==> config.mk <==
export PLATFORM = sky130hd
export DESIGN_NAME = fsa_status_bank
export DESIGN_NICKNAME = d
export VERILOG_FILES = /design/src/fsa_pkg.sv /design/src/fsa_status_bank.sv
export SDC_FILE = /design/constraint.sdc
export NUM_CORES = 1
export LEC_CHECK = 0
export BUFFER_PORTS_ARGS = -buffer_cell sky130_fd_sc_hd__buf_4
export CAP_MARGIN = 40
export CORE_MARGIN = 10
export CORE_UTILIZATION = 42
export CTS_CLUSTER_SIZE = 12
export DETAILED_ROUTE_END_ITERATION = 6
export PLACE_DENSITY = 0.95
export SETUP_SLACK_MARGIN = 0.3
export SYNTH_ARGS = -nofsm -noshare
export SYNTH_HDL_FRONTEND = slang
export SYNTH_SLANG_ARGS = --single-unit
==> constraint.sdc <==
create_clock -name sys_clk -period 2.5 [get_ports sys_clk]
set_input_delay 0 -clock sys_clk [delete_from_list [all_inputs] [get_ports sys_clk]]
set_output_delay 0 -clock sys_clk [all_outputs]
set_load 0.01 [all_outputs]
==> src/fsa_pkg.sv <==
// fsa_pkg: offsets, bit positions, reset values and carrier types for the fault/status bank
// assumes a register access port that delivers decoded word-wide writes and reads
package fsa_pkg;
	localparam logic [7:0] GEN_STATUS_OFFSET = 8'h10;
	localparam logic [7:0] LINK_ERR_OFFSET = 8'h11;
	localparam int REG_WIDTH = 13;
	localparam int LED_COUNT = 12;
	localparam int GEN_THERM_WARN_BIT = 0;
	localparam int GEN_THERM_SHDN_BIT = 1;
	localparam int GEN_PUMP_BIT = 2;
	localparam int GEN_SHORT_BIT = 3;
	localparam int GEN_OPEN_BIT = 4;
	localparam int GEN_LINK_ERR_BIT = 6;
	localparam int GEN_EXT_CLK_BIT = 7;
	localparam int GEN_RES_DECODE_BIT = 8;
	localparam int GEN_CFG_BUSY_BIT = 9;
	localparam int GEN_OTP_CRC_BIT = 10;
	localparam int LINK_PL_START_BIT = 1;
	localparam int LINK_PL_STOP_BIT = 2;
	localparam int LINK_SYNC_STOP_BIT = 3;
	localparam int LINK_PL_PARITY_BIT = 4;
	localparam int LINK_SYNC_PARITY_BIT = 5;
	localparam int LINK_CRC_BIT = 6;
	localparam int LINK_TIMEOUT_BIT = 7;
	localparam int LINK_WATCHDOG_BIT = 8;
	localparam logic [12:0] STATUS_RESET = 13'h0000;
	localparam logic [12:0] LINK_ERR_MASK = 13'h01FE;
	localparam logic [12:0] GEN_W1C_MASK = 13'h0003;
	// mask bit positions inside the fault-mask configuration word
	localparam int MSK_THERM_WARN_BIT = 0;
	localparam int MSK_RES_DECODE_BIT = 1;
	localparam int MSK_PUMP_BIT = 2;
	localparam int MSK_SHORT_BIT = 3;
	localparam int MSK_OPEN_BIT = 4;
	localparam int MSK_LINK_ERR_BIT = 6;
	localparam logic [1:0] CLK_SEL_EXT_LSB = 2'h2;

	typedef struct packed {
		logic therm_warn;
		logic therm_shdn;
		logic pump_not_ready;
		logic ext_clock_too_slow;
		logic resistor_decode_pending;
		logic config_busy;
		logic otp_crc_mismatch;
	} fsa_chip_events_t;

	typedef struct packed {
		logic idle_watchdog;
		logic rx_timeout;
		logic crc_error;
		logic sync_frame_parity_error;
		logic payload_parity_error;
		logic sync_stop_error;
		logic payload_stop_error;
		logic payload_start_error;
	} fsa_link_events_t;

	typedef struct packed {
		logic wr_en;
		logic rd_en;
		logic [7:0] addr;
		logic [12:0] wdata;
	} fsa_reg_req_t;
endpackage

==> src/fsa_status_bank.sv <==
// fsa_status_bank: general status and serial-link error registers plus active-low fault pin
// assumes the serial-link front end decodes frames into register requests and pulses events
// What this block does
// - fault pin asserted by any unmasked fault bit
// - bit 10 flags otp crc mismatch, no fault
// - bit 9 shows configuration busy, no fault
// - bit 8 high until resistor decode done
// - bit 7 external clock too slow
// - bit 6 is OR of link errors
// - bit 4 is OR of open flags
// - bit 3 is OR of short flags
// - bit 2 live pump-not-ready, unlatched
// - bit 1 latches thermal shutdown, w1c
// - bit 0 latches thermal warning, w1c
// - link bit 8 sets on idle watchdog
// - link bit 7 sets on rx timeout
// - link bit 6 sets on crc reject
// - link bit 5 sync frame parity error
// - link bit 4 payload parity error
// - link bit 3 sync frame stop error
// - link bit 2 payload stop error
// - link bit 1 payload start error
// - mask bit 1 keeps source off fault pin
// - per-led mask keeps that led's faults off the fault pin only
`timescale 1ns/1ps
module fsa_status_bank import fsa_pkg::*; #(
	parameter int LEDS = LED_COUNT
) (
	// clock and reset
	input wire logic sys_clk,
	input wire logic reset,
	// register access
	input wire fsa_reg_req_t reg_req,
	output logic [12:0] reg_rdata,
	output logic reg_rvalid,
	// device event sources
	input wire fsa_chip_events_t chip_events,
	input wire logic [1:0] pwm_clock_select,
	input wire fsa_link_events_t link_events,
	input wire logic [LEDS-1:0] per_led_open_flags,
	input wire logic [LEDS-1:0] per_led_short_flags,
	// configuration from neighbouring registers
	input wire logic [12:0] fault_mask_config,
	input wire logic [LEDS-1:0] per_led_fault_mask,
	// status outputs
	output logic fault_pin_n,
	output logic timeout_switch_action
);
	// per-led gating and the 12-bit summaries are sized for one count only
	generate
		if (LEDS != LED_COUNT) begin : g_bad_leds
			$error("fsa_status_bank supports only the documented LED count");
		end
	endgenerate

	// register access decode
	logic gen_write;
	logic link_write;
	logic gen_read;
	logic link_read;
	logic [12:0] write_ones;

	assign gen_write = reg_req.wr_en && (reg_req.addr == GEN_STATUS_OFFSET);
	assign link_write = reg_req.wr_en && (reg_req.addr == LINK_ERR_OFFSET);
	assign gen_read = reg_req.rd_en && (reg_req.addr == GEN_STATUS_OFFSET);
	assign link_read = reg_req.rd_en && (reg_req.addr == LINK_ERR_OFFSET);
	assign write_ones = reg_req.wdata;

	// per-led gating before summarising for the pin
	logic [LEDS-1:0] open_pass;
	logic [LEDS-1:0] short_pass;

	genvar gi;
	generate
		for (gi = 0; gi < LEDS; gi++) begin : g_led
			assign open_pass[gi] = per_led_open_flags[gi] & ~per_led_fault_mask[gi];
			assign short_pass[gi] = per_led_short_flags[gi] & ~per_led_fault_mask[gi];
		end
	endgenerate

	// summaries report every led; only the pin path honours the led mask
	logic open_summary;
	logic short_summary;
	logic open_unmasked;
	logic short_unmasked;

	assign open_summary = |per_led_open_flags;
	assign short_summary = |per_led_short_flags;
	assign open_unmasked = |open_pass;
	assign short_unmasked = |short_pass;

	// only selects with the upper bit set route the external clock
	logic ext_clock_selected;
	logic external_clock_too_slow;

	assign ext_clock_selected = pwm_clock_select[1] == CLK_SEL_EXT_LSB[1];
	assign external_clock_too_slow = chip_events.ext_clock_too_slow && ext_clock_selected;

	// thermal warning: a clearing write loses against a new event
	logic therm_warn_reg;
	logic therm_warn_next;
	logic warn_clear;

	assign warn_clear = gen_write && write_ones[GEN_THERM_WARN_BIT];

	always_comb begin
		therm_warn_next = therm_warn_reg;
		if (warn_clear) begin
			therm_warn_next = 1'b0;
		end
		if (chip_events.therm_warn) begin
			therm_warn_next = 1'b1;
		end
	end

	always_ff @(posedge sys_clk) begin
		if (reset) begin
			therm_warn_reg <= 1'b0;
		end else begin
			therm_warn_reg <= therm_warn_next;
		end
	end

	// thermal shutdown: same set-wins policy as the warning flag
	logic therm_shdn_reg;
	logic therm_shdn_next;
	logic shdn_clear;

	assign shdn_clear = gen_write && write_ones[GEN_THERM_SHDN_BIT];

	always_comb begin
		therm_shdn_next = therm_shdn_reg;
		if (shdn_clear) begin
			therm_shdn_next = 1'b0;
		end
		if (chip_events.therm_shdn) begin
			therm_shdn_next = 1'b1;
		end
	end

	always_ff @(posedge sys_clk) begin
		if (reset) begin
			therm_shdn_reg <= 1'b0;
		end else begin
			therm_shdn_reg <= therm_shdn_next;
		end
	end

	// link error events placed at their register bit positions
	logic [12:0] link_err_reg;
	logic [12:0] link_err_set;
	logic [12:0] link_err_clr;
	logic [12:0] link_err_next;

	always_comb begin
		link_err_set = STATUS_RESET;
		link_err_set[LINK_PL_START_BIT] = link_events.payload_start_error;
		link_err_set[LINK_PL_STOP_BIT] = link_events.payload_stop_error;
		link_err_set[LINK_SYNC_STOP_BIT] = link_events.sync_stop_error;
		link_err_set[LINK_PL_PARITY_BIT] = link_events.payload_parity_error;
		link_err_set[LINK_SYNC_PARITY_BIT] = link_events.sync_frame_parity_error;
		link_err_set[LINK_CRC_BIT] = link_events.crc_error;
		link_err_set[LINK_TIMEOUT_BIT] = link_events.rx_timeout;
		link_err_set[LINK_WATCHDOG_BIT] = link_events.idle_watchdog;
	end

	// ones written outside the error field are ignored
	assign link_err_clr = link_write ? (write_ones & LINK_ERR_MASK) : STATUS_RESET;

	// one latch per bit; unused positions are held at zero
	genvar bi;
	generate
		for (bi = 0; bi < REG_WIDTH; bi++) begin : g_link_bit
			if (LINK_ERR_MASK[bi]) begin : g_used
				assign link_err_next[bi] = link_err_set[bi] | (link_err_reg[bi] & ~link_err_clr[bi]);
			end else begin : g_unused
				assign link_err_next[bi] = 1'b0;
			end
		end
	endgenerate

	always_ff @(posedge sys_clk) begin
		if (reset) begin
			link_err_reg <= STATUS_RESET;
		end else begin
			link_err_reg <= link_err_next;
		end
	end

	logic link_any;

	assign link_any = |link_err_reg;

	// general status assembly; bit 5 and 11-12 read zero
	logic [12:0] general_status;

	always_comb begin
		general_status = STATUS_RESET;
		general_status[GEN_THERM_WARN_BIT] = therm_warn_reg;
		general_status[GEN_THERM_SHDN_BIT] = therm_shdn_reg;
		general_status[GEN_PUMP_BIT] = chip_events.pump_not_ready;
		general_status[GEN_SHORT_BIT] = short_summary;
		general_status[GEN_OPEN_BIT] = open_summary;
		general_status[GEN_LINK_ERR_BIT] = link_any;
		general_status[GEN_EXT_CLK_BIT] = external_clock_too_slow;
		general_status[GEN_RES_DECODE_BIT] = chip_events.resistor_decode_pending;
		general_status[GEN_CFG_BUSY_BIT] = chip_events.config_busy;
		general_status[GEN_OTP_CRC_BIT] = chip_events.otp_crc_mismatch;
	end

	// each source except shutdown and slow clock qualified by its own mask bit before the pin or
	logic warn_to_pin;
	logic decode_to_pin;
	logic pump_to_pin;
	logic short_to_pin;
	logic open_to_pin;
	logic link_to_pin;
	logic shdn_to_pin;
	logic clock_to_pin;
	logic fault_next;

	assign warn_to_pin = therm_warn_reg && !fault_mask_config[MSK_THERM_WARN_BIT];
	assign decode_to_pin = chip_events.resistor_decode_pending &&
		!fault_mask_config[MSK_RES_DECODE_BIT];
	assign pump_to_pin = chip_events.pump_not_ready && !fault_mask_config[MSK_PUMP_BIT];
	assign short_to_pin = short_unmasked && !fault_mask_config[MSK_SHORT_BIT];
	assign open_to_pin = open_unmasked && !fault_mask_config[MSK_OPEN_BIT];
	assign link_to_pin = link_any && !fault_mask_config[MSK_LINK_ERR_BIT];
	// shutdown and slow clock have no mask bit, so they always reach the pin
	assign shdn_to_pin = therm_shdn_reg;
	assign clock_to_pin = external_clock_too_slow;

	// otp crc and config busy deliberately left out
	always_comb begin
		fault_next = 1'b0;
		if (warn_to_pin || decode_to_pin || pump_to_pin || short_to_pin) begin
			fault_next = 1'b1;
		end
		if (open_to_pin || link_to_pin || shdn_to_pin || clock_to_pin) begin
			fault_next = 1'b1;
		end
	end

	always_ff @(posedge sys_clk) begin
		if (reset) begin
			fault_pin_n <= 1'b1;
		end else begin
			fault_pin_n <= ~fault_next;
		end
	end

	// timeout flag tells the switch logic to take its watchdog state
	always_ff @(posedge sys_clk) begin
		if (reset) begin
			timeout_switch_action <= 1'b0;
		end else begin
			timeout_switch_action <= link_err_next[LINK_TIMEOUT_BIT];
		end
	end

	// read selection; unmapped reads return zero
	logic [12:0] read_word;

	always_comb begin
		read_word = STATUS_RESET;
		if (gen_read) begin
			read_word = general_status;
		end else if (link_read) begin
			read_word = link_err_reg;
		end
	end

	// answer valid for one cycle after the request
	always_ff @(posedge sys_clk) begin
		if (reset) begin
			reg_rvalid <= 1'b0;
		end else begin
			reg_rvalid <= reg_req.rd_en;
		end
	end

	// data holds between reads so a slow host can pick it up late
	always_ff @(posedge sys_clk) begin
		if (reset) begin
			reg_rdata <= STATUS_RESET;
		end else if (reg_req.rd_en) begin
			reg_rdata <= read_word;
		end
	end
endmodule

==> results.md <==
- ANT nets after route: 0
- Final hold viol count: 1
- WP data arrival: 2.13 ns
- Maximum vdd ir drop: 0.365 mV
- Max reg flops: 11
- Final setup violation count: 0
- PD cells: 349 nW/µm²
- Clk_lat worst skew: 0.32 ns
- Drt initial violations: 178
- Post-Synthesis Cells: 167
- F_max: 523 MHz
- Routed Wire Length: 5080 µm
- Fin util: 0.735
- Root Buffer: clkbuf_4
- Period minus WS final: 1.91 ns
- Io pins: 107
- CP most frequent cell: buf_4
- Worst R2R Path Depth: 3
- Crit-path slowest cell: dlygate4sd3_1
- H-tree levels: 1
- FF+latch count, synth: 23
- GP Congestion: 0.933
- Highest metal used: met4
- Antenna cell count: 0
- Worst Hold End: link_err_reg[6]
- Clock Sinks: 23
- Die width: 76.5 µm
- WHS: -0.00963 ns
- Non-filler instance count after layout: 319
- Initial antenna violation count: 0
- Mean Syn Cell Area: 8.02 µm²
- Peak fanout along the critical path: 12
- Worst EP required: 2.72 ns
- Via count: 1606
- Reg2Reg Launch Point: therm_warn_reg
- Fillers: 261
- Core area: 3050 µm²
- Overall Global Routing Usage: 0.168
- Leading cell types in the layout, fill and taps excluded: buf_4 (93), dfxtp_1 (23), nor2_1 (22)
- P&R area growth vs syn: 67.7%
- DRC: 0
- Buf/Inv on CP: 3
- CTS tree: yes
- Setup_tns: 0 ns
- Most common cell after layout, fill and taps aside: buf_4
- Syn Std Cell Area: 1340 µm²
- Setup Crit Path Kind: primary input to flop
- Status: finished with violations
- HP Class: primary input to flop
- Distinct cells, synth: 31
- Max-capacitance violation count: 0
- Share of layout cells above drive strength 1: 0.378
- Number of global-route vias before repair: 1765
- Final clock skew: 0.00212 ns
- Initial Utilization: 0.439
- Crit path largest cell delay: 0.58 ns
- Setup bufs post-CTS: 0
- Placed cells: 295
- Die area: 5850 µm²
- CP delay by family, top: simple AND/OR/NAND/NOR gates
- Element type at the critical path start: primary input
- Number of CTS-inserted buffers: 3
- Final worst path period share: 0.765
- Unrepaired setup endpoints after global routing: false
- Sequential area share after synthesis: 0.344
- RR Endpoint: therm_warn_reg
- Syn. warnings: 0
- Critical path, cell by cell: buf_4, or4_4, nor4b_4, buf_4, and2_2, a311oi_1, dlygate4sd3_1
- Final Power: 784 µW
- R2R setup slack: 1.08 ns
- Routed vias/inst: 5.03
- Global-route wire length before repair: 8270 µm
- WL per Instance: 15.9 µm
- Port Buffers: 92
- Hold Crit Start: reg_req[6]
- Clock Tree Buf Depth: 2
- Row count: 20
- Met2 wire len: 2690 µm
- Largest net degree at the start of global routing: 24
- Slew Viols, Final: 0
- GRT overflow: 0
- Drt pass-1 iters: 4
- Static Leak: 1.01 nW
- Worst-path clk slew: 0.12 ns
- HPWL Detailed: 4060 µm
- M1 WL: 1990 µm
- Die Ht: 76.5 µm
- Critical Path Sink Type: flop
- Met3 WL: 284 µm
- Failing checks: hold timing
- Fin nets: 367
- Hold Path Depth: 4
[per-layer routing]
layer	vias up	GRT usage
li1	809	-
met1	729	0.184
met2	58	0.303
met3	10	0.0460
met4	0	0.0576
met5	-	0
[worst max path at each step]
stage,start,endpoint,slack [ns],cells after the start
6_report,reg_req[14],therm_warn_reg,0.59,7
5_1_grt,reg_req[14],therm_warn_reg,0.53,7
4_1_cts,reg_req[14],therm_warn_reg,0.66,7
3_5_place_dp,reg_req[14],therm_warn_reg,0.87,6
3_3_place_gp,reg_req[14],therm_warn_reg,0.92,6
2_1_floorplan,reg_req[14],shdn_to_pin,1.20,5
[where the power goes]
group          switching [mW]  internal [mW]
registers              0.0119          0.380
logic                  0.0806          0.139
clock network           0.110         0.0625
[stage by stage]
step           worst slack, ns  instance area [µm²]
4_1_cts                  0.657                 2240
3_3_place_gp             0.923                 2020
3_5_place_dp             0.868                 2020
5_1_grt                  0.527                 2240
6_report                 0.588                 2240
2_1_floorplan             1.20                 1340
[final cells by class]
type                            count  area [µm²]  share of cell area
Timing Repair Buffer              113         898               0.400
Tap cell                           44        55.1              0.0245
Sequential cell                    23         460               0.205
Inverter                            7        26.3              0.0117
Clock buffer                        4        26.3              0.0117
Multi-Input combinational cell    128         778               0.347
[synthesized netlist by cell type, drive strengths merged]
library cell	count	area, µm²
buf	7	57.6
o2111ai	1	8.76
dlygate4sd1	1	8.76
a311oi	2	17.5
mux2	3	33.8
nor2b	19	119
inv	7	26.3
nor3b	2	15.0
nor4b	1	23.8
and2	1	7.51
dfxtp	23	460
a41o	2	22.5
nor3	2	10.0
nand2b	13	81.3
nor4	6	37.5
nand2	10	37.5
a31oi	2	12.5
a2111oi	6	52.6
o41ai	1	8.76
o21ai	1	5.00
clkbuf	2	11.3
a21oi	11	55.1
conb	1	3.75
nor2	22	82.6
a211oi	8	60.1
nand3	5	25.0
or4	1	11.3
nand4	7	43.8
[repair_timing]
action | in CTS | in global routing
hold buffers | 20 | 0
endpoints found under the hold margin | 12 | 0
resized for setup | 0 | 0
[logic make-up (layout without fill, tap and decap cells)]
group / after synthesis / in the layout / share of synthesized area
AOI/OAI and AO/OA: 34 / 34 / 0.181
and+or+nand+nor: 89 / 89 / 0.369
other: 1 / 2 / 0.00280
DFF: 23 / 23 / 0.344
muxes: 3 / 3 / 0.0252
buffers and inverters: 17 / 124 / 0.0776
[worst register-to-register path, cell delays in order (launching register included)]
cell and delay [ns]:
dfxtp_1 0.41, nor2_1 0.06, a311oi_1 0.30, dlygate4sd3_1 0.60
Note: power is estimated with default switching activity, not from simulation.
